===== config.mk =====
export PLATFORM = sky130hd
export DESIGN_NAME = decoder_host_readout_and_l4_check
export DESIGN_NICKNAME = d
export VERILOG_FILES = /design/src/readout_pkg.sv /design/src/decoder_host_readout_and_l4_check.sv /design/src/pin_sync.sv /design/src/group_check.sv
export VERILOG_INCLUDE_DIRS = /design/src /design/src/src
export SDC_FILE = /design/constraint.sdc
export NUM_CORES = 1
export LEC_CHECK = 0
export BUFFER_PORTS_ARGS = -buffer_cell sky130_fd_sc_hd__buf_4
export CAP_MARGIN = 20
export CORE_UTILIZATION = 45
export CTS_CLUSTER_SIZE = 20
export DETAILED_ROUTE_END_ITERATION = 10
export GPL_TIMING_DRIVEN = 0
export HOLD_SLACK_MARGIN = 0.08
export PLACE_DENSITY = 0.67
export REMOVE_ABC_BUFFERS = 1
export SYNTH_ARGS = -nofsm -noshare
export SYNTH_HDL_FRONTEND = slang
export SYNTH_SLANG_ARGS = --single-unit

===== constraint.sdc =====
create_clock -name ref_clk -period 8.6 [get_ports ref_clk]
set_input_delay 1.72 -clock ref_clk [delete_from_list [all_inputs] [get_ports ref_clk]]
set_output_delay 1.72 -clock ref_clk [all_outputs]
set_load 0.01 [all_outputs]

===== src/readout_map.svh =====
/*
 holds offsets, field positions, serial codes and timing counts of the
 host readout side; assumes a 25 MHz core clock.
*/
`ifndef READOUT_MAP_SVH
`define READOUT_MAP_SVH
`define PAYLOAD_OFS 4'h0
`define STATUS_OFS 4'h1
`define BLOCK_OFS 4'h2
`define GROUP_OFS 4'h6
`define BIT_SECOND_PASS 7
`define BIT_BLOCK_LOCK 6
`define BIT_FRAME_LOCK 5
`define BIT_ERROR 4
`define BIT_PARITY 3
`define BIT_HEAD 2
`define BIT_CHECK_OK 1
`define CODE_CTRL_IN 8'hfa
`define CODE_DATA_OUT 8'hfb
`define CODE_GROUP_IN 8'hfc
`define CODE_REG_OUT 8'hfd
`define PAYLOAD_BYTES 6'h16
`define STREAM_BYTES 34
`define SERIAL_OUT_BITS 9'h120
`define REG_OUT_BITS 9'h010
`define CTRL_IN_BITS 5'h10
`define CHECK_POLY 16'h1021
`define UPDATE_WINDOW_NS 1000000
`define CLK_PERIOD_NS 40
`define UPDATE_CYCLES (`UPDATE_WINDOW_NS / `CLK_PERIOD_NS)
`endif


===== src/readout_pkg.sv =====
/*
 holds the types of the host readout side; assumes readout_map.svh.
*/
package readout_pkg;
    typedef enum logic [2:0] {
        MODE_IDLE,
        MODE_CTRL_IN,
        MODE_DATA_OUT,
        MODE_GROUP_IN,
        MODE_REG_OUT
    } serial_mode_e;
endpackage


===== src/decoder_host_readout_and_l4_check.sv =====
/*
 host readout side: status and block number registers, payload readout
 over parallel bus, dma or serial bus, and the group checker input.
 assumes the decoder core loads packet flags and payload on ref_clk and
 that control register bits arrive as plain same-clock levels.
*/
`timescale 1ns/100ps
`default_nettype none
`include "readout_map.svh"
module decoder_host_readout_and_l4_check
    import readout_pkg::*;
#(
    parameter int UPDATE_CYCLES = `UPDATE_CYCLES
) (
    input wire logic ref_clk,
    input wire logic rst_b,
    input wire logic clk_en,
    input wire logic pkt_load,
    input wire logic pkt_second_pass,
    input wire logic pkt_block_locked,
    input wire logic pkt_frame_locked,
    input wire logic pkt_error,
    input wire logic pkt_parity,
    input wire logic pkt_head,
    input wire logic [7:0] pkt_number,
    input wire logic pay_we,
    input wire logic [5:0] pay_addr,
    input wire logic [7:0] pay_wdata,
    input wire logic second_pass_halt,
    input wire logic group_check_clear,
    input wire logic dma_enable,
    input wire logic dma_read_sel,
    input wire logic request_active_high,
    input wire logic acknowledge_active_high,
    input wire logic bus_select_pin,
    input wire logic chip_select_b,
    input wire logic read_b,
    input wire logic write_b,
    input wire logic [3:0] bus_addr,
    input wire logic bus_word,
    input wire logic [7:0] data_in,
    output logic [15:0] data_out,
    output logic data_oe,
    output logic transfer_request,
    input wire logic transfer_acknowledge,
    input wire logic serial_clock_in,
    input wire logic chip_enable,
    input wire logic serial_data_in,
    output logic serial_out,
    output logic serial_out_oe,
    output logic packet_ready_b,
    output logic group_check_pin,
    output logic ctl_write,
    output logic [3:0] ctl_addr,
    output logic [7:0] ctl_data
);
    if (UPDATE_CYCLES < 2 || UPDATE_CYCLES > 32'h00ff_ffff)
        $error("UPDATE_CYCLES out of range");

    // ------------------------------------------------------------
    // pin synchronisers
    // ------------------------------------------------------------
    logic [20:0] s;
    logic cs_s, rd_s, wr_s, ack_s, bw_s, sp_s, ce_s, cl_s, sdi_s;
    logic [3:0] addr_s;
    logic [7:0] din_s;

    pin_sync #(.WIDTH(21)) u_sync (
        .ref_clk(ref_clk),
        .rst_b(rst_b),
        .clk_en(clk_en),
        .pins({~chip_select_b, ~read_b, ~write_b, transfer_acknowledge,
               bus_word, bus_select_pin, chip_enable, serial_clock_in,
               serial_data_in, bus_addr, data_in}),
        .synced(s)
    );
    // strobes pass inverted so the cleared synchroniser reads as idle
    assign {cs_s, rd_s, wr_s} = ~s[20:18];
    assign {ack_s, bw_s, sp_s, ce_s, cl_s, sdi_s} = s[17:12];
    assign addr_s = s[11:8];
    assign din_s = s[7:0];

    // ------------------------------------------------------------
    // packet registers and interrupt
    // ------------------------------------------------------------
    logic [7:0] stat_q;
    logic [7:0] block_number;
    logic [23:0] window_cnt;
    logic check_zero;
    logic [7:0] status_live;
    logic [7:0] stream_mem [0:`STREAM_BYTES-1];
    logic release_int;

    assign status_live = {stat_q[7:2], check_zero, 1'b0};

    always_ff @(posedge ref_clk or negedge rst_b)
    begin
        if (!rst_b)
        begin
            stat_q <= 8'h00;
            block_number <= 8'h00;
        end
        else if (clk_en && pkt_load)
        begin
            stat_q[`BIT_SECOND_PASS] <= pkt_second_pass;
            stat_q[`BIT_BLOCK_LOCK] <= pkt_block_locked;
            stat_q[`BIT_FRAME_LOCK] <= pkt_frame_locked;
            stat_q[`BIT_ERROR] <= pkt_error;
            stat_q[`BIT_PARITY] <= pkt_parity;
            stat_q[`BIT_HEAD] <= pkt_head & ~pkt_second_pass;
            // number is passed through even when halted; host must ignore
            block_number <= pkt_number;
        end
    end

    always_ff @(posedge ref_clk)
    begin
        if (clk_en && pay_we && pay_addr < 6'(`STREAM_BYTES))
            stream_mem[pay_addr] <= pay_wdata;
    end

    always_ff @(posedge ref_clk or negedge rst_b)
    begin
        if (!rst_b)
        begin
            window_cnt <= 24'h00_0000;
            packet_ready_b <= 1'b1;
        end
        else if (clk_en)
        begin
            if (pkt_load)
            begin
                window_cnt <= 24'(UPDATE_CYCLES);
                packet_ready_b <= 1'b1;
            end
            else if (window_cnt != 24'h00_0000)
            begin
                window_cnt <= window_cnt - 24'h00_0001;
                if (window_cnt == 24'h00_0001)
                    packet_ready_b <= 1'b0;
            end
            else if (release_int)
                packet_ready_b <= 1'b1;
        end
    end

    // ------------------------------------------------------------
    // parallel and dma readout
    // ------------------------------------------------------------
    logic ack_on, par_read, par_read_q, payload_sel, wr_act, wr_act_q;
    logic [5:0] rd_ptr;
    logic pending;

    assign ack_on = acknowledge_active_high ? ack_s : ~ack_s;
    always_comb
    begin
        if (sp_s)
            par_read = 1'b0;
        else if (dma_enable)
            par_read = dma_read_sel ? ack_on : (ack_on & ~rd_s);
        else
            par_read = ~cs_s & ~rd_s;
    end
    assign payload_sel = dma_enable || addr_s == `PAYLOAD_OFS;
    assign wr_act = ~sp_s & ~cs_s & ~wr_s;

    always_ff @(posedge ref_clk or negedge rst_b)
    begin
        if (!rst_b)
        begin
            par_read_q <= 1'b0;
            wr_act_q <= 1'b0;
            data_out <= 16'h0000;
            data_oe <= 1'b0;
        end
        else if (clk_en)
        begin
            par_read_q <= par_read;
            wr_act_q <= wr_act;
            data_oe <= par_read;
            if (par_read && !par_read_q)
            begin
                if (payload_sel && rd_ptr < `PAYLOAD_BYTES)
                    data_out <= bw_s ?
                        {stream_mem[rd_ptr], stream_mem[rd_ptr + 6'h01]} :
                        {8'h00, stream_mem[rd_ptr]};
                else if (payload_sel)
                    data_out <= 16'h0000;
                else if (addr_s == `STATUS_OFS)
                    data_out <= {8'h00, status_live};
                else if (addr_s == `BLOCK_OFS)
                    data_out <= {8'h00, block_number};
                else
                    data_out <= 16'h0000;
            end
        end
    end

    always_ff @(posedge ref_clk or negedge rst_b)
    begin
        if (!rst_b)
        begin
            rd_ptr <= 6'h00;
            pending <= 1'b0;
        end
        else if (clk_en)
        begin
            if (pkt_load)
            begin
                rd_ptr <= 6'h00;
                pending <= 1'b1;
            end
            else if (!par_read && par_read_q && payload_sel && pending)
            begin
                if (rd_ptr + (bw_s ? 6'h02 : 6'h01) >= `PAYLOAD_BYTES)
                begin
                    rd_ptr <= `PAYLOAD_BYTES;
                    pending <= 1'b0;
                end
                else
                    rd_ptr <= rd_ptr + (bw_s ? 6'h02 : 6'h01);
            end
        end
    end

    always_ff @(posedge ref_clk or negedge rst_b)
    begin
        if (!rst_b)
            transfer_request <= 1'b1;
        else if (clk_en)
            transfer_request <= (dma_enable && !sp_s && pending && !par_read)
                ? request_active_high : ~request_active_high;
    end

    // ------------------------------------------------------------
    // serial bus
    // ------------------------------------------------------------
    serial_mode_e mode;
    logic cl_q, ce_q;
    logic [7:0] serial_code;
    logic [15:0] shift_in;
    logic [8:0] bit_cnt;
    logic [15:0] snapshot;
    logic cl_rise, ce_rise;
    logic out_bit;
    logic [8:0] pay_bit;
    logic [5:0] pay_byte;

    assign cl_rise = cl_s & ~cl_q;
    assign ce_rise = ce_s & ~ce_q;
    assign pay_bit = bit_cnt - 9'h010;
    assign pay_byte = pay_bit[8:3];

    always_comb
    begin
        if (bit_cnt < 9'h010)
            out_bit = snapshot[bit_cnt[3:0]];
        else
            out_bit = stream_mem[pay_byte][3'h7 - pay_bit[2:0]];
    end

    always_ff @(posedge ref_clk or negedge rst_b)
    begin
        if (!rst_b)
        begin
            cl_q <= 1'b0;
            ce_q <= 1'b0;
            mode <= MODE_IDLE;
            serial_code <= 8'h00;
            shift_in <= 16'h0000;
            bit_cnt <= 9'h000;
            snapshot <= 16'h0000;
        end
        else if (clk_en)
        begin
            cl_q <= cl_s;
            ce_q <= ce_s;
            if (!ce_s)
            begin
                mode <= MODE_IDLE;
                bit_cnt <= 9'h000;
                if (cl_rise)
                    serial_code <= {sdi_s, serial_code[7:1]};
            end
            else if (ce_rise)
            begin
                snapshot <= {block_number, status_live};
                unique case (serial_code)
                    `CODE_CTRL_IN: mode <= MODE_CTRL_IN;
                    `CODE_DATA_OUT: mode <= MODE_DATA_OUT;
                    `CODE_GROUP_IN: mode <= MODE_GROUP_IN;
                    `CODE_REG_OUT: mode <= MODE_REG_OUT;
                    default: mode <= MODE_IDLE;
                endcase
            end
            else if (cl_rise && mode != MODE_IDLE)
            begin
                shift_in <= {sdi_s, shift_in[15:1]};
                bit_cnt <= bit_cnt + 9'h001;
                if ((mode == MODE_DATA_OUT
                        && bit_cnt == `SERIAL_OUT_BITS - 9'h001)
                    || (mode == MODE_REG_OUT
                        && bit_cnt == `REG_OUT_BITS - 9'h001)
                    || (mode == MODE_CTRL_IN
                        && bit_cnt == 9'(`CTRL_IN_BITS) - 9'h001))
                    mode <= MODE_IDLE;
                if (mode == MODE_GROUP_IN && bit_cnt[2:0] == 3'h7)
                    bit_cnt <= 9'h000;
            end
        end
    end

    always_ff @(posedge ref_clk or negedge rst_b)
    begin
        if (!rst_b)
            serial_out_oe <= 1'b0;
        else if (clk_en)
            serial_out_oe <= (mode == MODE_DATA_OUT || mode == MODE_REG_OUT)
                && !out_bit;
    end
    assign serial_out = 1'b0;

    assign release_int = (par_read && !par_read_q)
        || (ce_rise && serial_code == `CODE_DATA_OUT);

    // ------------------------------------------------------------
    // control writes and group checker feed
    // ------------------------------------------------------------
    logic serial_byte_done, ctrl_done, par_wr_done;
    logic group_valid;
    logic [7:0] group_byte;

    assign serial_byte_done = clk_en && ce_s && !ce_rise && cl_rise
        && mode == MODE_GROUP_IN && bit_cnt[2:0] == 3'h7;
    assign ctrl_done = clk_en && ce_s && !ce_rise && cl_rise
        && mode == MODE_CTRL_IN && bit_cnt == 9'(`CTRL_IN_BITS) - 9'h001;
    assign par_wr_done = !wr_act && wr_act_q;
    assign group_valid = serial_byte_done
        || (par_wr_done && addr_s == `GROUP_OFS);
    assign group_byte = serial_byte_done ? {sdi_s, shift_in[15:9]} : din_s;

    always_ff @(posedge ref_clk or negedge rst_b)
    begin
        if (!rst_b)
        begin
            ctl_write <= 1'b0;
            ctl_addr <= 4'h0;
            ctl_data <= 8'h00;
        end
        else if (clk_en)
        begin
            ctl_write <= 1'b0;
            if (ctrl_done)
            begin
                ctl_write <= 1'b1;
                ctl_data <= shift_in[8:1];
                ctl_addr <= shift_in[12:9];
            end
            else if (par_wr_done && addr_s != `GROUP_OFS)
            begin
                ctl_write <= 1'b1;
                ctl_data <= din_s;
                ctl_addr <= addr_s;
            end
        end
    end

    group_check u_check (
        .ref_clk(ref_clk),
        .rst_b(rst_b),
        .clk_en(clk_en),
        .clear(group_check_clear),
        .byte_valid(group_valid && clk_en),
        .byte_in(group_byte),
        .zero(check_zero)
    );
    assign group_check_pin = check_zero;

    // ------------------------------------------------------------
    // assertions
    // ------------------------------------------------------------
    property p_depth;
        @(posedge ref_clk) disable iff (!rst_b)
        clk_en && pkt_load |=> stat_q[7] == $past(pkt_second_pass);
    endproperty
    a_depth: assert property (p_depth)
        else $error("depth flag wrong");

    property p_lock;
        @(posedge ref_clk) disable iff (!rst_b)
        clk_en && pkt_load |=>
            stat_q[6:5] == $past({pkt_block_locked, pkt_frame_locked});
    endproperty
    a_lock: assert property (p_lock)
        else $error("lock flags wrong");

    property p_err_par;
        @(posedge ref_clk) disable iff (!rst_b)
        clk_en && pkt_load |=> stat_q[4:3] == $past({pkt_error, pkt_parity});
    endproperty
    a_err_par: assert property (p_err_par)
        else $error("error or parity flag wrong");

    property p_number;
        @(posedge ref_clk) disable iff (!rst_b)
        clk_en && pkt_load |=> block_number == $past(pkt_number);
    endproperty
    a_number: assert property (p_number)
        else $error("block number not loaded");

    property p_window;
        @(posedge ref_clk) disable iff (!rst_b)
        $fell(packet_ready_b) |-> $past(window_cnt) == 24'h00_0001;
    endproperty
    a_window: assert property (p_window)
        else $error("interrupt outside window end");

    property p_status_read;
        @(posedge ref_clk) disable iff (!rst_b)
        clk_en && par_read && !par_read_q && !dma_enable
            && addr_s == `STATUS_OFS
            |=> data_out[7:0] == {$past(stat_q[7:2]), $past(check_zero), 1'b0};
    endproperty
    a_status_read: assert property (p_status_read)
        else $error("status read mismatch");

    property p_pointer;
        @(posedge ref_clk) disable iff (!rst_b)
        rd_ptr <= `PAYLOAD_BYTES;
    endproperty
    a_pointer: assert property (p_pointer)
        else $error("payload pointer past end");

    property p_mode;
        @(posedge ref_clk) disable iff (!rst_b)
        clk_en && ce_rise && serial_code == `CODE_DATA_OUT
            |=> mode == MODE_DATA_OUT;
    endproperty
    a_mode: assert property (p_mode)
        else $error("serial mode not decoded");

    property p_ctl;
        @(posedge ref_clk) disable iff (!rst_b)
        ctrl_done |=> ctl_write && ctl_addr == $past(shift_in[12:9]);
    endproperty
    a_ctl: assert property (p_ctl)
        else $error("serial register write wrong");

    c_serial_out: cover property (@(posedge ref_clk) mode == MODE_DATA_OUT);
    c_dma: cover property (@(posedge ref_clk) dma_enable && par_read);
    c_group: cover property (@(posedge ref_clk) group_valid ##1 check_zero);
endmodule
`default_nettype wire


===== src/pin_sync.sv =====
/*
 two-flop synchroniser for a group of pins; assumes pins are asynchronous
 to ref_clk.
*/
`timescale 1ns/100ps
`default_nettype none
module pin_sync #(
    parameter int WIDTH = 1
) (
    input wire logic ref_clk,
    input wire logic rst_b,
    input wire logic clk_en,
    input wire logic [WIDTH-1:0] pins,
    output logic [WIDTH-1:0] synced
);
    logic [WIDTH-1:0] first;

    always_ff @(posedge ref_clk or negedge rst_b)
    begin
        if (!rst_b)
        begin
            first <= '0;
            synced <= '0;
        end
        else if (clk_en)
        begin
            first <= pins;
            synced <= first;
        end
    end
endmodule
`default_nettype wire


===== src/group_check.sv =====
/*
 bytewise 16-bit group checker, msb first; assumes one byte per strobe.
*/
`timescale 1ns/100ps
`default_nettype none
`include "readout_map.svh"
module group_check (
    input wire logic ref_clk,
    input wire logic rst_b,
    input wire logic clk_en,
    input wire logic clear,
    input wire logic byte_valid,
    input wire logic [7:0] byte_in,
    output logic zero
);
    logic [15:0] remainder;
    logic [15:0] next_remainder;

    // ------------------------------------------------------------
    // division register
    // ------------------------------------------------------------
    always_comb
    begin
        next_remainder = remainder;
        for (int i = 7; i >= 0; i--)
        begin
            if (next_remainder[15] ^ byte_in[i])
                next_remainder = {next_remainder[14:0], 1'b0} ^ `CHECK_POLY;
            else
                next_remainder = {next_remainder[14:0], 1'b0};
        end
    end

    always_ff @(posedge ref_clk or negedge rst_b)
    begin
        if (!rst_b)
            remainder <= 16'h0000;
        else if (clk_en)
        begin
            if (clear)
                remainder <= 16'h0000;
            else if (byte_valid)
                remainder <= next_remainder;
        end
    end

    assign zero = (remainder == 16'h0000);

    property p_clear_holds;
        @(posedge ref_clk) disable iff (!rst_b)
        clear && clk_en |=> zero;
    endproperty
    a_clear_holds: assert property (p_clear_holds)
        else $error("checker not zero after clear");
endmodule
`default_nettype wire


[After elaboration in Yosys (flattened, before gate mapping)]
Memory sizes are Yosys's and may differ from the RTL's.
Cells that the tools add are included.
Word-level totals
  flip-flop bits (word level): 190
  output and inout bits: 35
  memories kept: 1
  bits in writable memories: 272
Operators by class
  equal/unequal tests: 21
  add/subtract/negate cells: 6
  reduce and logical (&&, ||, !) cells: 63
  multiplexer cells: 56
  magnitude comparators: 6
  bitwise operators: 38
Memory list
  stream_mem: words 34, bits a word 8, rd ports 3, clocked after memory_dff 0, wr ports 1, line decoder_host_readout_and_l4_check.sv:91  | logic [7:0] stream_mem [0:`STREAM_BYTES-1];
Operators by type and width (number)
  13-bit 2-to-1 mux: 8
  16-bit 2-to-1 mux: 4
  24-bit 2-to-1 mux: 2
  8-bit 2-to-1 mux: 6
  9-bit 2-to-1 mux: 4
  8-bit equality test (second input constant): 4
  1-bit logical AND: 29
  3-bit inverter: 9
  24-bit by 1-bit equality test with 1-bit output (second input constant): 1
  24-bit nonzero test: 1
  24-bit by 1-bit subtractor with 24-bit output (second input constant): 1
  1-bit 2-to-1 mux: 19
  6-bit 2-to-1 mux: 3
  3-bit AND reduction: 6
  16-bit zero test: 1
  1-bit inverter: 14
  3-bit 2-to-1 mux: 4
  3-bit one-hot mux with 4 select lines: 1
  2-bit AND reduction: 5
  2-bit nonzero test: 5
  9-bit by 1-bit adder with 9-bit output (second input constant): 1
  9-bit by 4-bit equality test with 1-bit output (second input constant): 1
  9-bit equality test (second input constant): 1
  9-bit by 5-bit less-than comparator with 1-bit output (second input constant): 1
  30 further kinds: 59

[Depth between registers and ports, before layout]
Gate-level depths: netlist of run 1.
  word-level depth: 26
  mapped depth: 14
  mapped depth without buffers: 10

[Hierarchy]
A second synthesis of run 1 with hierarchy kept.
Second synthesis, totals
  cell total of the unflattened synthesis: 1575
  area, all modules: 24213.2 um^2
Modules (own cells, without submodules)
  decoder_host_readout_and_l4_check: cells each 1402, times used 1, seq. area each 11448.5 um^2, area an instance 21433.1 um^2
  pin_sync: cells each 89, times used 1, seq. area each 1051.0 um^2, area an instance 1765.4 um^2
  group_check: cells each 84, times used 1, seq. area each 400.4 um^2, area an instance 1014.7 um^2

[Least setup slack after synthesis of run 1]
OpenSTA, ideal clock, no wires.
  kind: input to register
  start: input clk_en
  end: memory stream_mem[10][0], enable pin
  path slack: 4969 ps
  stages: 5
  required time: 8230 ps
  arrival: 3261 ps
  path through: clkbuf_1 clkbuf_1 clkbuf_1 nand3_1 nor2_1
Between the ends
  longest elaborated chain between the ends: 4
RTL lines
  start, declared: line decoder_host_readout_and_l4_check.sv:17  | input wire logic clk_en,
  1-bit logical AND (2 in series): line decoder_host_readout_and_l4_check.sv:118  | if (clk_en && pay_we && pay_addr < 6'(`STREAM_BYTES))
  1-bit 2-to-1 mux: line decoder_host_readout_and_l4_check.sv:118
  1-bit 2-to-1 mux (not written as such): line decoder_host_readout_and_l4_check.sv:119  | stream_mem[pay_addr] <= pay_wdata;
  end, declared: line decoder_host_readout_and_l4_check.sv:91
No other way between the ends.

[Final worst setup path of run 1]
  start: input clk_en
  end: memory stream_mem[21][0], enable pin
Same word-level chain as after synthesis.

==> results.sh, run 1 <==
export IMPL_critPathMaxFanout=66
export IMPL_outcome="finished, final reports clean"
export IMPL_powerDensity_nw_per_um2=225
export IMPL_slew_headroom_pct=23.0
export IMPL_power_switching_mw=1.66
export IMPL_die_w_um=232
export IMPL_rsz0062_at_grt="no"
export IMPL_comb_power_share_pct=20.4
export IMPL_coreArea_um2=52600
export IMPL_hold_viol_final=0
export IMPL_grt_pass1_wl_mm=92.4
export IMPL_synth_cell_types=71
export IMPL_power_leakage_nw=9.52
export IMPL_antenna_found_initial=0
export IMPL_cts_root_buf="clkbuf_16"
export IMPL_start_util_pct=45.5
export IMPL_clockPowerShare_pct=34.8
export IMPL_setup_viol=0
export IMPL_synth_edf_count=272
export IMPL_drc=0
export IMPL_port_buffers=92
export IMPL_num_vias=15000
export IMPL_rows=84
export IMPL_synth_ff_type="edfxtp_1"
export IMPL_cts_htree_levels=2
export IMPL_max_freq_mhz=232
export IMPL_gp_congestion=0.939
export IMPL_seqPwrFrac_pct=44.8
export IMPL_dp_hpwl_mm=41.3
export IMPL_synth_seq_cells=461
export IMPL_grt_pass1_vias=14900
export IMPL_cp_end_kind="register"
export IMPL_postCtsSetupBuffers=0
export IMPL_finalCriticalPeriod_ps=4310
export IMPL_drt_iter0_drc=1716
export IMPL_wl_per_cell_um=25.9
export IMPL_synthArstFlopShare_pct=41.0
export IMPL_final_core_util_pct=51.7
export IMPL_dr_pass1_iters=6
export IMPL_start_kind="input pin"
export IMPL_synth_area_leaders="edfxtp_1 (34%), mux4_2 (22%), dfrtp_1 (20%), mux2_2 (4.1%), mux2i_1 (1.9%)"
export IMPL_cp_data_required_time_ps=8820
export IMPL_placed_cells=2269
export IMPL_maxCapViolations=0
export IMPL_tns_ps=0
export IMPL_clkSinkCount=461
export IMPL_drtAntennaViolNets=0
export IMPL_synth_cells=1576
export IMPL_syn_area_um2=23900
export IMPL_die_y_um=232
export IMPL_setup_ws_ps=4290
export IMPL_diodes=0
export IMPL_finalMaxSlewViolations=0
export IMPL_hold_ws_ps=486
export IMPL_tritoncts="built"
export IMPL_yosysSeqAreaShare_pct=54.0
export IMPL_clk_latency_ps=600
export IMPL_worstMarginPinSlew_ps=1150
export IMPL_fin_skew_ps=25.8
export IMPL_crit_type="input pin to register"
export IMPL_fin_crit_sh_pct=50.1
export IMPL_cts_path_max_buffers=3
export IMPL_crit_arrival_ps=4520
export IMPL_ctsResizeCount=0
export IMPL_avgSynthCellArea_um2=15.2
export IMPL_drive_gt1_share_pct=32.8
export IMPL_grt_max_degree=101
export IMPL_yosysTopAreaCell="edfxtp_1"
export IMPL_power_internal_mw=4.44
export IMPL_dieArea_um2=54000
export IMPL_numCtsBuffers=50
export IMPL_layout_nets=1718
export IMPL_grt_ovfl_total=0
export IMPL_final_cells=2372
export IMPL_cts_clk_slew_worst_paths_ps=60
export IMPL_irDropWorstVdd_uv=149
export IMPL_min_path_type="register to register"
export IMPL_io_pins=95
export IMPL_yosys_warnings=0
export IMPL_gr_usage_all_layers_pct=23.0
export IMPL_synth_top_cell_area_share_pct=34.2
export IMPL_syn2layout_area_growth_pct=13.6
export IMPL_viasPerCell=6.32
export IMPL_swShare_pct=27.3
export IMPL_routed_wirelength_mm=61.5
export IMPL_dp_worst_setup_slack_ps=3580
export IMPL_postCtsHoldBufs=0
cell families after synthesis:
family / after synthesis / synth area share, %
xor gates and xnor gates: 54 / 1.98
AOI/OAI and AO/OA: 207 / 5.67
adders and majority gates: 12 / 0.660
other: 1 / 0.0157
buffers and inverters: 128 / 2.48
muxes: 368 / 28.2
and+or+nand+nor: 345 / 7.04
DFF: 461 / 54.0
routing by layer:
layer | vias to the layer above | part of all wire (%) | GRT usage [%]
li1 | 6404 | - | -
met1 | 7716 | 39 | 30.5
met3 | 122 | 9.5 | 5.85
met2 | 753 | 48 | 36.9
met5 | - | 0 | 0
met4 | 0 | 3.2 | 8.07
registers in the layout, summed over array words and instances, names as in the netlist, 4 cells and up:
register	flops
stream_mem	272
window_cnt	24
u_sync.first	21
u_sync.synced	21
data_out	16
u_check.remainder	16
shift_in	15
snapshot	15
bit_cnt	9
block_number	8
ctl_data	8
serial_code	8
rd_ptr	6
stat_q	6
ctl_addr	4
worst max-delay path, stage by stage:
cell and delay, ps:
buf_4 650, inv_1 620, nor2_1 330, nand2_1 240, nor2_1 890
synth_stat cells, types with 11 or more instances:
| library cell | count |
|---|---|
| edfxtp_1 | 272 |
| mux4_2 | 235 |
| dfrtp_1 | 187 |
| nand2_1 | 120 |
| mux2_2 | 87 |
| nor2_1 | 77 |
| o21ai_0 | 56 |
| clkbuf_1 | 49 |
| mux2i_1 | 46 |
| a21oi_1 | 44 |
| nor2b_1 | 31 |
| xnor2_1 | 31 |
| buf_2 | 30 |
| a211oi_1 | 27 |
| nand3_1 | 23 |
| nor3_1 | 23 |
| xor2_1 | 23 |
| inv_1 | 19 |
| a22o_1 | 17 |
| buf_1 | 14 |
| ha_1 | 11 |
power groups by stage:
stage	clock network, mW	logic [mW]	registers, mW
global route	2.25	1.35	2.76
detailed placement	0	1.24	2.78
finish	2.12	1.25	2.74
floorplan	0	0.873	2.77
global placement	0	1.26	2.82
CTS	2.16	1.25	2.73
metrics by stage:
stage / area [um^2] / power [mW]
3_3_place_gp: 24900 / 4.08
3_5_place_dp: 25400 / 4.02
5_1_grt: 27200 / 6.36
2_1_floorplan: 23400 / 3.65
4_1_cts: 27000 / 6.14
6_report: 27200 / 6.11
worst paths after layout:
kind,start,endpoint,slack (ps),cells after the start
setup / recovery,clk_en,stream_mem[21][0]$_DFFE_PP_,4290,5
hold / removal,u_sync.first[19]$_DFFE_PN0P_,u_sync.first[19]$_DFFE_PN0P_,490,2
setup reg to reg,rd_ptr[0]$_DFFE_PN0P_,data_out[0]$_DFFE_PN0P_,4310,8
hold reg to reg,u_sync.first[19]$_DFFE_PN0P_,u_sync.first[19]$_DFFE_PN0P_,490,2
max in group asynchronous,rst_b,u_check.remainder[6]$_DFFE_PN0P_,6520,2
min in group asynchronous,rst_b,window_cnt[17]$_DFFE_PN0P_,1130,1
cell type report:
| class | instances | area (um^2) |
|---|---|---|
| Tap cell | 688 | 861 |
| Clock buffer | 68 | 1420 |
| Inverter | 20 | 75.1 |
| Clock inverter | 22 | 190 |
| Multi-Input combinational cell | 987 | 10500 |
| Timing Repair Buffer | 126 | 1230 |
| Sequential cell | 461 | 12900 |
| Fill cell | 4333 | 25400 |
placed cells by master (no fill, tap or decap), drive strengths merged, types with 5 or more instances in the layout:
master / count
inv: 20
xnor2: 31
nor2b: 31
and3: 7
nand2: 121
o31ai: 9
nand3: 23
nand4: 7
mux2i: 46
edfxtp: 272
or4: 6
nor2: 78
or3: 10
a211oi: 27
xor2: 23
nand3b: 8
nor3: 23
clkinv: 17
o211ai: 5
o21ai: 65
a22o: 17
a21oi: 44
dfrtp: 187
ha: 11
nor4: 9
mux4: 235
nand2b: 5
buf: 126
a22oi: 8
clkbuf: 68
mux2: 87
Power figures use the tool's default switching activity.
==> run 2, diff against run 1 <==
==> constraint.sdc (replaced) <==
create_clock -name ref_clk -period 4.1 [get_ports ref_clk]
set_input_delay 0.82 -clock ref_clk [delete_from_list [all_inputs] [get_ports ref_clk]]
set_output_delay 0.82 -clock ref_clk [all_outputs]
set_load 0.01 [all_outputs]
==> results.sh, run 2 (synthesis gave the netlist of run 1 again) <==
export IMPL_outcome="finished, final reports clean"
export IMPL_wl_per_cell_um=26.2
export IMPL_die_y_um=232
export IMPL_tns_ps=0
export IMPL_slew_headroom_pct=22.6
export IMPL_maxCapViolations=0
export IMPL_rows=84
export IMPL_reg2reg_slack_ps=200
export IMPL_setup_viol=0
export IMPL_antenna_found_initial=0
export IMPL_rsz0062_at_grt="no"
export IMPL_power_leakage_nw=9.54
export IMPL_start_kind="register"
export IMPL_clkSinkCount=461
export IMPL_final_cells=2374
export IMPL_finalCriticalPeriod_ps=3900
export IMPL_top_register="stream_mem"
export IMPL_drc=0
export IMPL_diodes=0
export IMPL_cp_end_kind="register"
export IMPL_worstMarginPinSlew_ps=1160
export IMPL_fin_crit_sh_pct=95.2
export IMPL_power_internal_mw=9.34
export IMPL_powerDensity_nw_per_um2=472
export IMPL_layout_commonest_cell="edfxtp_1"
export IMPL_final_core_util_pct=51.7
export IMPL_gp_congestion=0.939
export IMPL_fin_skew_ps=22.9
export IMPL_r2r_cells=8
export IMPL_clockPowerShare_pct=34.7
export IMPL_crit_type="register to register"
export IMPL_syn2layout_area_growth_pct=13.8
export IMPL_dieArea_um2=54000
export IMPL_drt_iter0_drc=1812
export IMPL_min_path_type="input pin to asynchronous set/reset pin"
export IMPL_top_regs="stream_mem: 272 flops, window_cnt: 24 flops"
export IMPL_worstReg2RegEnd="data_out[0]$_DFFE_PN0P_"
export IMPL_tritoncts="built"
export IMPL_numCtsBuffers=50
export IMPL_design_area_um2=27200
export IMPL_layout_nets=1720
export IMPL_cts_htree_levels=2
export IMPL_crit_arrival_ps=4340
export IMPL_start_util_pct=45.5
export IMPL_irDropWorstVdd_uv=309
export IMPL_critPathMaxFanout=31
export IMPL_cts_path_max_buffers=3
export IMPL_dp_worst_setup_slack_ps=-188
export IMPL_cp_data_required_time_ps=4530
export IMPL_num_vias=15000
export IMPL_comb_power_share_pct=20.8
export IMPL_grt_pass1_vias=15000
export IMPL_grt_ovfl_total=0
export IMPL_cts_root_buf="clkbuf_16"
export IMPL_viasPerCell=6.32
export IMPL_swShare_pct=27.3
export IMPL_dr_pass1_iters=8
export IMPL_rr_startpoint="rd_ptr[0]$_DFFE_PN0P_"
export IMPL_final_cell_mix="edfxtp_1 (272), mux4_2 (235), dfrtp_1 (181), nand2_1 (120), buf_4 (95)"
export IMPL_cts_clk_slew_worst_paths_ps=60
export IMPL_grt_pass1_wl_mm=92.6
export IMPL_dp_hpwl_mm=41.3
export IMPL_finalMaxSlewViolations=0
export IMPL_hold_viol_final=0
export IMPL_routed_wirelength_mm=62.1
export IMPL_n_fill_cell=4328
export IMPL_io_pins=95
export IMPL_max_freq_mhz=256
export IMPL_seqPwrFrac_pct=44.6
export IMPL_die_w_um=232
export IMPL_setup_ws_ps=196
export IMPL_drive_gt1_share_pct=32.9
export IMPL_clk_latency_ps=600
export IMPL_port_buffers=92
export IMPL_ctsResizeCount=0
export IMPL_power_switching_mw=3.51
export IMPL_placed_cells=2269
export IMPL_grt_max_degree=101
export IMPL_coreArea_um2=52600
export IMPL_p_total_mw=12.8
export IMPL_largest_reg_flops=272
export IMPL_hold_ws_ps=231
export IMPL_dpl_instance_area_um2=25400
export IMPL_gr_usage_all_layers_pct=23.1
export IMPL_drtAntennaViolNets=0
-- run 2: power by group through the flow --
stage | clock network [mW] | registers, mW | logic, mW
global placement | 0 | 5.92 | 2.63
detailed placement | 0 | 5.82 | 2.61
floorplan | 0 | 5.82 | 1.83
finish | 4.45 | 5.72 | 2.67
global route | 4.72 | 5.78 | 2.89
CTS | 4.53 | 5.73 | 2.64
-- run 2: final cells by class --
type                    instances  area, um^2  share of cell area [%]
clock buffers                  68        1420                    5.23
clock inverters                22         190                   0.699
inverters                      20        75.1                   0.276
multi-input cells             987       10500                    38.5
flip-flops and latches        461       12900                    47.5
well taps                     688         861                    3.17
repair buffers                128        1270                    4.67
-- run 2: worst max-delay path by stage --
| stage | startpoint | end | slack [ps] | depth (start not counted) |
|---|---|---|---|---|
| floorplan | rd_ptr[0]$_DFFE_PN0P_ | data_out[0]$_DFFE_PN0P_ | -4740 | 7 |
| global placement | rd_ptr[0]$_DFFE_PN0P_ | data_out[0]$_DFFE_PN0P_ | -7870 | 7 |
| detailed placement | rd_ptr[0]$_DFFE_PN0P_ | data_out[0]$_DFFE_PN0P_ | -190 | 8 |
| CTS | rd_ptr[0]$_DFFE_PN0P_ | data_out[0]$_DFFE_PN0P_ | 70 | 8 |
| global route | rd_ptr[0]$_DFFE_PN0P_ | data_out[0]$_DFFE_PN0P_ | 70 | 8 |
| finish | rd_ptr[0]$_DFFE_PN0P_ | data_out[0]$_DFFE_PN0P_ | 200 | 8 |
-- run 2: metal layers --
layer,up-vias,track usage (%),routed length [um]
li1,6405,-,-
met1,7717,30.7,24200
met2,778,36.9,30100
met3,114,5.93,6000
met4,0,8.17,1820
met5,-,0,0
-- run 2: worst max-delay path, cell delays in order, from the launching register on --
cell and delay (ps):
dfrtp_4 730, ha_4 710, buf_16 300, mux4_2 570, mux4_2 530, mux2i_1 250
a211oi_1 200, a21oi_1 210, o221ai_1 150
-- run 2: repair_timing --
item / 4_1_cts / 5_1_grt
setup buffers: 1 / 1
hold buffers: 0 / 0
pin swaps: 1 / 0
endpoints found under the setup margin: 4 / 4
